$ cat src/inc/inertial_output_pkg.sv
// Package for the inertial output register set: offsets, scales, types
package inertial_output_pkg;
	// Byte address of each register (low byte of the pair)
	localparam logic [6:0] RATE_X_LOW_ADDR = 7'h04;
	localparam logic [6:0] RATE_X_HIGH_ADDR = 7'h06;
	localparam logic [6:0] RATE_Y_LOW_ADDR = 7'h08;
	localparam logic [6:0] RATE_Y_HIGH_ADDR = 7'h0a;
	localparam logic [6:0] RATE_Z_LOW_ADDR = 7'h0c;
	localparam logic [6:0] RATE_Z_HIGH_ADDR = 7'h0e;
	localparam logic [6:0] ACCEL_X_LOW_ADDR = 7'h10;
	localparam logic [6:0] ACCEL_X_HIGH_ADDR = 7'h12;
	localparam logic [6:0] ACCEL_Y_LOW_ADDR = 7'h14;
	localparam logic [6:0] ACCEL_Y_HIGH_ADDR = 7'h16;
	localparam logic [6:0] ACCEL_Z_LOW_ADDR = 7'h18;
	localparam logic [6:0] ACCEL_Z_HIGH_ADDR = 7'h1a;
	// First and last byte of the output block, and per-axis stride
	localparam logic [6:0] BLOCK_BASE_ADDR = 7'h04;
	localparam logic [6:0] BLOCK_LAST_ADDR = 7'h1b;
	localparam logic [6:0] AXIS_STRIDE = 7'h04;
	localparam logic [6:0] ACCEL_BASE_ADDR = 7'h10;
	// Rate scale factors in counts per degree per second, by model range
	localparam int RATE_SCALE_NARROW = 160;
	localparam int RATE_SCALE_MEDIUM = 40;
	localparam int RATE_SCALE_WIDE = 10;
	// Acceleration high word limits, plus and minus 32000 counts
	localparam logic [15:0] ACCEL_FULL_POS = 16'h7d00;
	localparam logic [15:0] ACCEL_FULL_NEG = 16'h8300;
	// Value held before the first sample arrives
	localparam logic [31:0] SAMPLE_RESET = 32'h0000_0000;
	localparam logic [15:0] READ_UNMAPPED = 16'h0000;
	localparam int AXIS_COUNT = 3;

	// One 32-bit twos complement measurement: high word above low word
	typedef struct packed {
		logic [15:0] high;
		logic [15:0] low;
	} axis_word_t;

	// One full sample: three rate axes then three acceleration axes
	typedef struct packed {
		axis_word_t [AXIS_COUNT-1:0] rate;
		axis_word_t [AXIS_COUNT-1:0] accel;
	} imu_sample_t;
endpackage

$ cat src/hw/inertial_output_registers.sv
// Read-only register set holding the latest angular rate and acceleration sample
`timescale 1ns/10ps
module inertial_output_registers
	import inertial_output_pkg::*;
(
	input wire logic clk,
	input wire logic rst,
	input wire logic sampleValid,
	input wire imu_sample_t sampleIn,
	input wire logic readStrobe,
	input wire logic [6:0] readAddr,
	input wire logic writeStrobe,
	output logic [15:0] readData,
	output logic readValid,
	output logic readHit
);
	imu_sample_t sample_reg;
	logic [15:0] readData_reg;
	logic [15:0] readData_next;
	logic readValid_reg;
	logic readHit_reg;
	logic readHit_next;
	logic [6:0] rel;
	logic [1:0] axisIdx;
	logic isAccel;
	logic [15:0] clampHigh [AXIS_COUNT];

	// Clamp acceleration high words to the documented full scale
	genvar g;
	generate
		for (g = 0; g < AXIS_COUNT; g++)
		begin : gClamp
			always_comb
			begin
				if ($signed(sampleIn.accel[g].high) > $signed(ACCEL_FULL_POS))
					clampHigh[g] = ACCEL_FULL_POS;
				else if ($signed(sampleIn.accel[g].high) < $signed(ACCEL_FULL_NEG))
					clampHigh[g] = ACCEL_FULL_NEG;
				else
					clampHigh[g] = sampleIn.accel[g].high;
			end
		end
	endgenerate

	// Whole sample captured in one edge so high and low words always pair
	always_ff @(posedge clk)
	begin
		if (rst)
			sample_reg <= {(2 * AXIS_COUNT){SAMPLE_RESET}};
		else if (sampleValid)
		begin
			sample_reg.rate <= sampleIn.rate;
			for (int i = 0; i < AXIS_COUNT; i++)
			begin
				sample_reg.accel[i].high <= clampHigh[i];
				sample_reg.accel[i].low <= sampleIn.accel[i].low;
			end
		end
	end

	// Address decode: axis by 4-byte stride, odd bit ignored, bit 1 picks high word
	always_comb
	begin
		isAccel = (readAddr >= ACCEL_BASE_ADDR);
		rel = isAccel ? (readAddr - ACCEL_BASE_ADDR) : (readAddr - BLOCK_BASE_ADDR);
		axisIdx = rel[3:2];
		readHit_next = (readAddr >= BLOCK_BASE_ADDR) && (readAddr <= BLOCK_LAST_ADDR);
		readData_next = READ_UNMAPPED;
		if (readHit_next)
		begin
			if (isAccel)
				readData_next = rel[1] ? sample_reg.accel[axisIdx].high : sample_reg.accel[axisIdx].low;
			else
				readData_next = rel[1] ? sample_reg.rate[axisIdx].high : sample_reg.rate[axisIdx].low;
		end
	end

	// Read answer registered one cycle after the strobe; writes are ignored
	always_ff @(posedge clk)
	begin
		if (rst)
		begin
			readData_reg <= READ_UNMAPPED;
			readValid_reg <= 1'b0;
			readHit_reg <= 1'b0;
		end
		else
		begin
			readValid_reg <= readStrobe;
			if (readStrobe)
			begin
				readData_reg <= readData_next;
				readHit_reg <= readHit_next;
			end
		end
	end

	assign readData = readData_reg;
	assign readValid = readValid_reg;
	assign readHit = readHit_reg;

	// Assertions
	// Every strobe is answered on the next edge
	a_read_latency: assert property (@(posedge clk) disable iff (rst)
		readStrobe
		|=> readValid)
		else $error("read answer missing");

	// No answer appears without a strobe
	a_read_single: assert property (@(posedge clk) disable iff (rst)
		!readStrobe
		|=> !readValid)
		else $error("read answer without strobe");

	// Rate x low word at its byte pair
	a_rate_x_low: assert property (@(posedge clk) disable iff (rst)
		(readStrobe && readAddr == RATE_X_LOW_ADDR && !sampleValid)
		|=> readData == sample_reg.rate[0].low)
		else $error("rate x low wrong");

	// Rate x high word at its byte pair
	a_rate_x_high: assert property (@(posedge clk) disable iff (rst)
		(readStrobe && readAddr == RATE_X_HIGH_ADDR && !sampleValid)
		|=> readData == sample_reg.rate[0].high)
		else $error("rate x high wrong");

	// Odd byte of a pair reads the same word
	a_rate_x_odd: assert property (@(posedge clk) disable iff (rst)
		(readStrobe && readAddr == (RATE_X_HIGH_ADDR | 7'h01) && !sampleValid)
		|=> readData == sample_reg.rate[0].high)
		else $error("rate x high odd byte wrong");

	// Rate y low word
	a_rate_y_low: assert property (@(posedge clk) disable iff (rst)
		(readStrobe && readAddr == RATE_Y_LOW_ADDR && !sampleValid)
		|=> readData == sample_reg.rate[1].low)
		else $error("rate y low wrong");

	// Rate y high word
	a_rate_y_high: assert property (@(posedge clk) disable iff (rst)
		(readStrobe && readAddr == RATE_Y_HIGH_ADDR && !sampleValid)
		|=> readData == sample_reg.rate[1].high)
		else $error("rate y high wrong");

	// Rate z low word
	a_rate_z_low: assert property (@(posedge clk) disable iff (rst)
		(readStrobe && readAddr == RATE_Z_LOW_ADDR && !sampleValid)
		|=> readData == sample_reg.rate[2].low)
		else $error("rate z low wrong");

	// Rate z high word
	a_rate_z_high: assert property (@(posedge clk) disable iff (rst)
		(readStrobe && readAddr == RATE_Z_HIGH_ADDR && !sampleValid)
		|=> readData == sample_reg.rate[2].high)
		else $error("rate z high wrong");

	// Accel x low word
	a_accel_x_low: assert property (@(posedge clk) disable iff (rst)
		(readStrobe && readAddr == ACCEL_X_LOW_ADDR && !sampleValid)
		|=> readData == sample_reg.accel[0].low)
		else $error("accel x low wrong");

	// Accel x high word
	a_accel_x_high: assert property (@(posedge clk) disable iff (rst)
		(readStrobe && readAddr == ACCEL_X_HIGH_ADDR && !sampleValid)
		|=> readData == sample_reg.accel[0].high)
		else $error("accel x high wrong");

	// Accel y low word
	a_accel_y_low: assert property (@(posedge clk) disable iff (rst)
		(readStrobe && readAddr == ACCEL_Y_LOW_ADDR && !sampleValid)
		|=> readData == sample_reg.accel[1].low)
		else $error("accel y low wrong");

	// Accel y high word
	a_accel_y_high: assert property (@(posedge clk) disable iff (rst)
		(readStrobe && readAddr == ACCEL_Y_HIGH_ADDR && !sampleValid)
		|=> readData == sample_reg.accel[1].high)
		else $error("accel y high wrong");

	// Accel z low word
	a_accel_z_low: assert property (@(posedge clk) disable iff (rst)
		(readStrobe && readAddr == ACCEL_Z_LOW_ADDR && !sampleValid)
		|=> readData == sample_reg.accel[2].low)
		else $error("accel z low wrong");

	// Accel z high word
	a_accel_z_high: assert property (@(posedge clk) disable iff (rst)
		(readStrobe && readAddr == ACCEL_Z_HIGH_ADDR && !sampleValid)
		|=> readData == sample_reg.accel[2].high)
		else $error("accel z high wrong");

	// Last byte of the block still reads accel z high
	a_accel_z_odd: assert property (@(posedge clk) disable iff (rst)
		(readStrobe && readAddr == (ACCEL_Z_HIGH_ADDR | 7'h01) && !sampleValid)
		|=> readData == sample_reg.accel[2].high)
		else $error("accel z high odd byte wrong");

	// Addresses above the block read zero and miss
	a_unmapped_zero: assert property (@(posedge clk) disable iff (rst)
		(readStrobe && readAddr > BLOCK_LAST_ADDR)
		|=> (readData == READ_UNMAPPED && !readHit))
		else $error("unmapped read not zero");

	// Addresses below the block read zero and miss
	a_below_zero: assert property (@(posedge clk) disable iff (rst)
		(readStrobe && readAddr < BLOCK_BASE_ADDR)
		|=> (readData == READ_UNMAPPED && !readHit))
		else $error("read below block not zero");

	// Addresses inside the block hit
	a_mapped_hit: assert property (@(posedge clk) disable iff (rst)
		(readStrobe && readAddr >= BLOCK_BASE_ADDR && readAddr <= BLOCK_LAST_ADDR)
		|=> readHit)
		else $error("mapped read missed");

	// Answer holds until the next strobe
	a_data_hold: assert property (@(posedge clk) disable iff (rst)
		!readStrobe
		|=> ($stable(readData) && $stable(readHit)))
		else $error("read answer changed without strobe");

	// Stored accel x stays within full scale
	a_accel_full_scale: assert property (@(posedge clk) disable iff (rst)
		$signed(sample_reg.accel[0].high) <= $signed(ACCEL_FULL_POS)
		&& $signed(sample_reg.accel[0].high) >= $signed(ACCEL_FULL_NEG))
		else $error("accel beyond full scale");

	// Stored accel y stays within full scale
	a_accel_y_scale: assert property (@(posedge clk) disable iff (rst)
		$signed(sample_reg.accel[1].high) <= $signed(ACCEL_FULL_POS)
		&& $signed(sample_reg.accel[1].high) >= $signed(ACCEL_FULL_NEG))
		else $error("accel y beyond full scale");

	// Stored accel z stays within full scale
	a_accel_z_scale: assert property (@(posedge clk) disable iff (rst)
		$signed(sample_reg.accel[2].high) <= $signed(ACCEL_FULL_POS)
		&& $signed(sample_reg.accel[2].high) >= $signed(ACCEL_FULL_NEG))
		else $error("accel z beyond full scale");

	// Positive overrange is stored as positive full scale
	a_clamp_pos: assert property (@(posedge clk) disable iff (rst)
		(sampleValid && $signed(sampleIn.accel[0].high) > $signed(ACCEL_FULL_POS))
		|=> sample_reg.accel[0].high == ACCEL_FULL_POS)
		else $error("positive overrange not clamped");

	// Negative overrange is stored as negative full scale
	a_clamp_neg: assert property (@(posedge clk) disable iff (rst)
		(sampleValid && $signed(sampleIn.accel[1].high) < $signed(ACCEL_FULL_NEG))
		|=> sample_reg.accel[1].high == ACCEL_FULL_NEG)
		else $error("negative overrange not clamped");

	// In-range accel passes unchanged
	a_accel_pass: assert property (@(posedge clk) disable iff (rst)
		(sampleValid && $signed(sampleIn.accel[2].high) <= $signed(ACCEL_FULL_POS)
		&& $signed(sampleIn.accel[2].high) >= $signed(ACCEL_FULL_NEG))
		|=> sample_reg.accel[2].high == $past(sampleIn.accel[2].high))
		else $error("in-range accel altered");

	// Rate x words are stored unaltered
	a_rate_capture: assert property (@(posedge clk) disable iff (rst)
		sampleValid
		|=> sample_reg.rate[0] == $past(sampleIn.rate[0]))
		else $error("rate x not captured");

	// Rate y and accel y low from one sample
	a_sample_pair: assert property (@(posedge clk) disable iff (rst)
		sampleValid
		|=> (sample_reg.rate[1] == $past(sampleIn.rate[1]) && sample_reg.accel[1].low == $past(sampleIn.accel[1].low)))
		else $error("words not updated together");

	// Rate z words from one sample
	a_rate_z_pair: assert property (@(posedge clk) disable iff (rst)
		sampleValid
		|=> sample_reg.rate[2] == $past(sampleIn.rate[2]))
		else $error("rate z not updated together");

	// Accel low words kept as delivered
	a_accel_low_keep: assert property (@(posedge clk) disable iff (rst)
		sampleValid
		|=> (sample_reg.accel[0].low == $past(sampleIn.accel[0].low) && sample_reg.accel[2].low == $past(sampleIn.accel[2].low)))
		else $error("accel low word altered");

	// Stored sample holds without a new one
	a_hold_no_sample: assert property (@(posedge clk) disable iff (rst)
		!sampleValid
		|=> $stable(sample_reg))
		else $error("sample changed without valid");

	// Write attempts leave the registers alone
	a_write_ignored: assert property (@(posedge clk) disable iff (rst)
		(writeStrobe && !sampleValid)
		|=> $stable(sample_reg))
		else $error("write changed a register");

	// Reset clears the read answer
	a_reset_clear: assert property (@(posedge clk)
		rst
		|=> (!readValid && readData == READ_UNMAPPED && !readHit))
		else $error("read answer not cleared by reset");

	// Reset clears the stored sample
	a_reset_sample: assert property (@(posedge clk)
		rst
		|=> sample_reg == {(2 * AXIS_COUNT){SAMPLE_RESET}})
		else $error("sample not cleared by reset");
endmodule

$ cat config.mk
export PLATFORM = sky130hd
export DESIGN_NAME = inertial_output_registers
export DESIGN_NICKNAME = d
export VERILOG_FILES = /design/src/inc/inertial_output_pkg.sv /design/src/hw/inertial_output_registers.sv
export SDC_FILE = /design/constraint.sdc
export NUM_CORES = 1
export LEC_CHECK = 0
export BUFFER_PORTS_ARGS = -buffer_cell sky130_fd_sc_hd__buf_2
export CORE_MARGIN = 2
export CORE_UTILIZATION = 45
export DETAILED_ROUTE_END_ITERATION = 10
export PLACE_DENSITY_LB_ADDON = 0.3
export SLEW_MARGIN = 20
export SYNTH_ARGS = -nofsm -noshare
export SYNTH_HDL_FRONTEND = slang
export SYNTH_SLANG_ARGS = --single-unit
$ cat constraint.sdc
create_clock -name clk -period 2.6 [get_ports clk]
set_input_delay 0.39 -clock clk [delete_from_list [all_inputs] [get_ports clk]]
set_output_delay 0.39 -clock clk [all_outputs]
set_load 0.02 [all_outputs]
==> results.py <==
metrics = {
    "drt": {
        "drc": 0,
        "detailedRoute.firstPassIterationCount": 5,
        "detailroute.wirelength.met3_um": 1793,
        "drt.antenna.violating_nets": 0,
        "first_iter_violations": 656,
        "finalWirelength_um": 30020,
        "dr_total_vias": 8750,
        "met1_length_um": 14200,
        "drt-vias-per-instance": 5.649,
        "topRoutingLayerUsed": "met4",
        "met2_length_um": 13260,
        "drt-wirelength-per-cell_um": 19.38,
    },
    "sta": {
        "slew_viol_final": 0,
        "layout_min_cycle_time_ns": 2.069,
        "fmaxAchievable_ghz": 0.4832,
        "timing.slew.headroom": 0.3524,
        "fin_worst_skew_ns": 0.01528,
        "worst_slack_ns": 0.5306,
        "timing_worst_slew_pin_value_ns": 0.9679,
        "totalNegativeSetupSlack_ns": 0,
        "share_of_the_clock_period_used_by_the_worst_path_after_layout": 0.7959,
        "finalHoldViolations": 0,
        "hold_slack_ns": 0.1039,
        "report.final.setup_viol": 0,
        "rsz_0062_raised_after_global_routing": "false",
    },
    "global_route": {
        "gr-usage-all-layers": 0.2428,
        "antenna_found_initial": 4,
        "grt_pass1_vias": 8336,
        "first_pass_grt_wire_length_um": 45860,
        "globalRoute.totalOverflow": 0,
        "pin_count_of_the_biggest_net_entering_global_routing": 79,
    },
    "clock_tree": {
        "tritoncts.num_buffers": 24,
        "cts_tree": "yes",
        "clock_transition_at_the_register_clock_pins_on_the_worst_setup_and_hold_paths_after_cts_ns": 0.06,
        "count_of_clock_tree_sinks": 210,
        "cts_htree_levels": 1,
        "worstSkewPairLatency_ns": 0.52,
        "cts.root.buffer_cell": "sky130_fd_sc_hd__clkbuf_16",
        "post-cts-setup-buffer-count": 0,
        "post_cts_hold_buffer_count": 0,
        "ctsResizeCount": 0,
        "max-clock-path-buffers": 3,
    },
    "power_and_ir_drop": {
        "power.density_mw_per_mm2": 658.1,
        "total_leakage_power_nw": 5.576,
        "total_switching_power_mw": 2.031,
        "combPwrFrac": 0.133,
        "vdd_drop_max_mv": 0.5826,
        "share_of_total_power_in_the_clock_network": 0.438,
        "p_sw_frac": 0.2481,
        "seqPwrFrac": 0.428,
        "internal-power_mw": 6.155,
    },
    "die": {
        "core_region_area_mm2": 0.02203,
        "floorplan.die_area_mm2": 0.02381,
        "effective_utilization_at_floorplan": 0.4615,
        "io_pins": 222,
        "chipHeight_um": 154.3,
        "die_width_um": 154.3,
        "num_rows": 54,
    },
    "finish": {
        "final.fill_count": 1985,
        "instances_no_fill": 1549,
        "layout.area.seq_mm2": 0.004204,
        "final_core_utilization": 0.5648,
        "largest_register_ff_count": 192,
        "nNetsFinal": 1458,
        "area_growth_syn_to_layout_pct": 22.36,
        "drive_gt1_frac": 0.2822,
        "multi_input_comb_area_mm2": 0.005474,
    },
    "critical_path": {
        "setup.worst_path.end": "readData[4]",
        "timing.critical_path.depth": 9,
        "critical_path_peak_fanout": 24,
        "worst_setup_path_startpoint": "readAddr[3]",
        "slowest_cell_on_the_critical_path": "sky130_fd_sc_hd__or4_2",
        "crit_path_max_incr_delay_ns": 0.65,
        "r2r_worst_path_depth": 5,
        "kind_of_end_point_of_the_critical_path": "register",
        "path_delay_family": "simple AND/OR/NAND/NOR gates",
        "critical_path.cell_chain": "buf_2, inv_1, ha_1, or4_2, buf_12, a2111oi_2, nor4bb_1, buf_4, a221oi_2",
        "crit_arrival_ns": 2.51,
        "worst_r2r_endpoint": "readData[1]",
        "critPathBufInv": 4,
        "cp-start-kind": "input port",
        "worstPathRequired_ns": 3.04,
        "timing_worst_setup_path_type": "in2reg",
        "reg2reg_slack_ns": 1.12,
        "r2r_path_start": "sample_reg[17]",
    },
    "placed_design": {
        "globalplace.congestion": 0.8868,
        "dp_hpwl_um": 21770,
        "pre_cts_ws_ns": 0.03516,
        "port_buffers": 220,
        "post-place-cells": 1502,
    },
    "run": {
        "max_capacitance_violation_count": 0,
    },
    "synth": {
        "postSynth.topFlopCell": "sky130_fd_sc_hd__dfxtp_1",
        "post_syn_nets": 1269,
        "synthesis.area_per_instance_um2": 9.600,
        "ys.warnings.count": 0,
        "synth-seq-area-share": 0.4135,
        "syn-cell-area_mm2": 0.01017,
        "postSynth.asyncResetShare": 0,
        "syn_inst_count": 1059,
        "unique_cell_type_count_in_the_yosys_netlist": 49,
        "synth-seq-cells": 210,
        "synth_enable_flop_cells": 0,
    },
    "worst_hold_path": {
        "timing.hold.worst.class": "in2reg",
        "worst_hold_startpoint": "sampleIn[161]",
    },
    "run_status": {
        "run_status": "completed",
    },
}
## cell type report
cell class	instances	share of cell area
Multi-Input combinational cell	732	0.4401
Timing Repair Buffer	258	0.1178
Clock inverter	8	0.01217
Tap cell	280	0.02816
Sequential cell	210	0.3380
Antenna cell	4	0.0008047
Clock buffer	35	0.05643
Inverter	22	0.006639
## worst min-delay path by stage
stage,to,slack (ns),cells after the start
6_report,sample_reg[161],0.10,3
5_1_grt,sample_reg[120],0.10,3
4_1_cts,sample_reg[185],0.1,3
3_5_place_dp,readHit,0.46,2
3_3_place_gp,readHit,0.45,2
2_1_floorplan,sample_reg[25],0.45,2
## per-layer routing
layer  up-vias  track usage
met2       305       0.3763
met5         -            0
met3        43      0.03727
met1      4138       0.3527
li1       4264            -
met4         0      0.06526
## Yosys cell counts (18+ instances only)
master	instances	area (um2)
sky130_fd_sc_hd__buf_2	25	125.1
sky130_fd_sc_hd__nor2_1	171	641.9
sky130_fd_sc_hd__mux2i_1	204	2042
sky130_fd_sc_hd__and3_1	39	244.0
sky130_fd_sc_hd__a31o_2	24	210.2
sky130_fd_sc_hd__dfxtp_1	210	4204
sky130_fd_sc_hd__o22ai_1	30	187.7
sky130_fd_sc_hd__nand2b_1	19	118.9
sky130_fd_sc_hd__nor3b_1	41	307.8
sky130_fd_sc_hd__inv_1	21	78.83
sky130_fd_sc_hd__a21boi_0	18	135.1
sky130_fd_sc_hd__a311oi_1	18	157.7
sky130_fd_sc_hd__clkbuf_1	61	229.0
## logic make-up (layout without fill, tap and decap cells)
kind of cell | Yosys count | in the layout | share of synthesized area
AO/OA/AOI/OAI | 174 | 174 | 0.1463
XOR/XNOR | 1 | 1 | 0.0008617
adder cells (fa/ha/maj) | 6 | 6 | 0.007384
buffers and inverters | 117 | 323 | 0.04812
flip-flops | 210 | 210 | 0.4135
multiplexers | 207 | 207 | 0.2075
other | 0 | 4 | 0
AND/OR/NAND/NOR | 344 | 344 | 0.1762
## placed cells by master (no fill, tap or decap), types with 3 or more instances in the layout
cell type	n
sky130_fd_sc_hd__a311oi_1	18
sky130_fd_sc_hd__clkinv_2	3
sky130_fd_sc_hd__nor4bb_1	15
sky130_fd_sc_hd__a221oi_2	14
sky130_fd_sc_hd__dfxtp_1	210
sky130_fd_sc_hd__nor3_1	3
sky130_fd_sc_hd__nor4_1	6
sky130_fd_sc_hd__nand3_1	8
sky130_fd_sc_hd__nand4_1	17
sky130_fd_sc_hd__diode_2	4
sky130_fd_sc_hd__clkbuf_16	24
sky130_fd_sc_hd__nand2b_1	19
sky130_fd_sc_hd__o21ai_1	15
sky130_fd_sc_hd__nand2_1	17
sky130_fd_sc_hd__buf_4	33
sky130_fd_sc_hd__a211o_1	3
sky130_fd_sc_hd__nor3b_1	41
sky130_fd_sc_hd__o41ai_1	10
sky130_fd_sc_hd__clkbuf_8	6
sky130_fd_sc_hd__a21oi_1	17
sky130_fd_sc_hd__a31o_2	24
sky130_fd_sc_hd__and3_1	39
sky130_fd_sc_hd__buf_2	218
sky130_fd_sc_hd__clkbuf_1	5
sky130_fd_sc_hd__ha_1	6
sky130_fd_sc_hd__mux2i_1	204
sky130_fd_sc_hd__buf_12	5
sky130_fd_sc_hd__a21boi_0	18
sky130_fd_sc_hd__nor2_1	171
sky130_fd_sc_hd__inv_1	21
sky130_fd_sc_hd__o22ai_1	30
sky130_fd_sc_hd__bufinv_16	4
sky130_fd_sc_hd__a2111oi_2	14
sky130_fd_sc_hd__mux4_2	3
## power by group through the flow
stage / clock network [mW] / registers [mW] / logic, mW
CTS: 3.65 / 3.50 / 1.09
finish: 3.59 / 3.51 / 1.09
detailed placement: 0 / 3.57 / 1.08
floorplan: 0 / 3.54 / 0.681
global route: 3.78 / 3.52 / 1.18
global placement: 0 / 3.57 / 1.07
## metrics by stage
stage               cell area [um2]  power (mW)
floorplan                     10170       4.220
global placement              11580       4.634
detailed placement            11580       4.654
CTS                           12430       8.243
global route                  12440       8.486
finish                        12440       8.187
## worst register-to-register path: stages, from the launching register on
cell	delay [ns]
sky130_fd_sc_hd__dfxtp_1	0.32
sky130_fd_sc_hd__mux2i_1	0.29
sky130_fd_sc_hd__o22ai_1	0.23
sky130_fd_sc_hd__nor4bb_1	0.32
sky130_fd_sc_hd__buf_4	0.17
sky130_fd_sc_hd__a221oi_2	0.03
No activity file was read; power rests on OpenSTA's default activity.
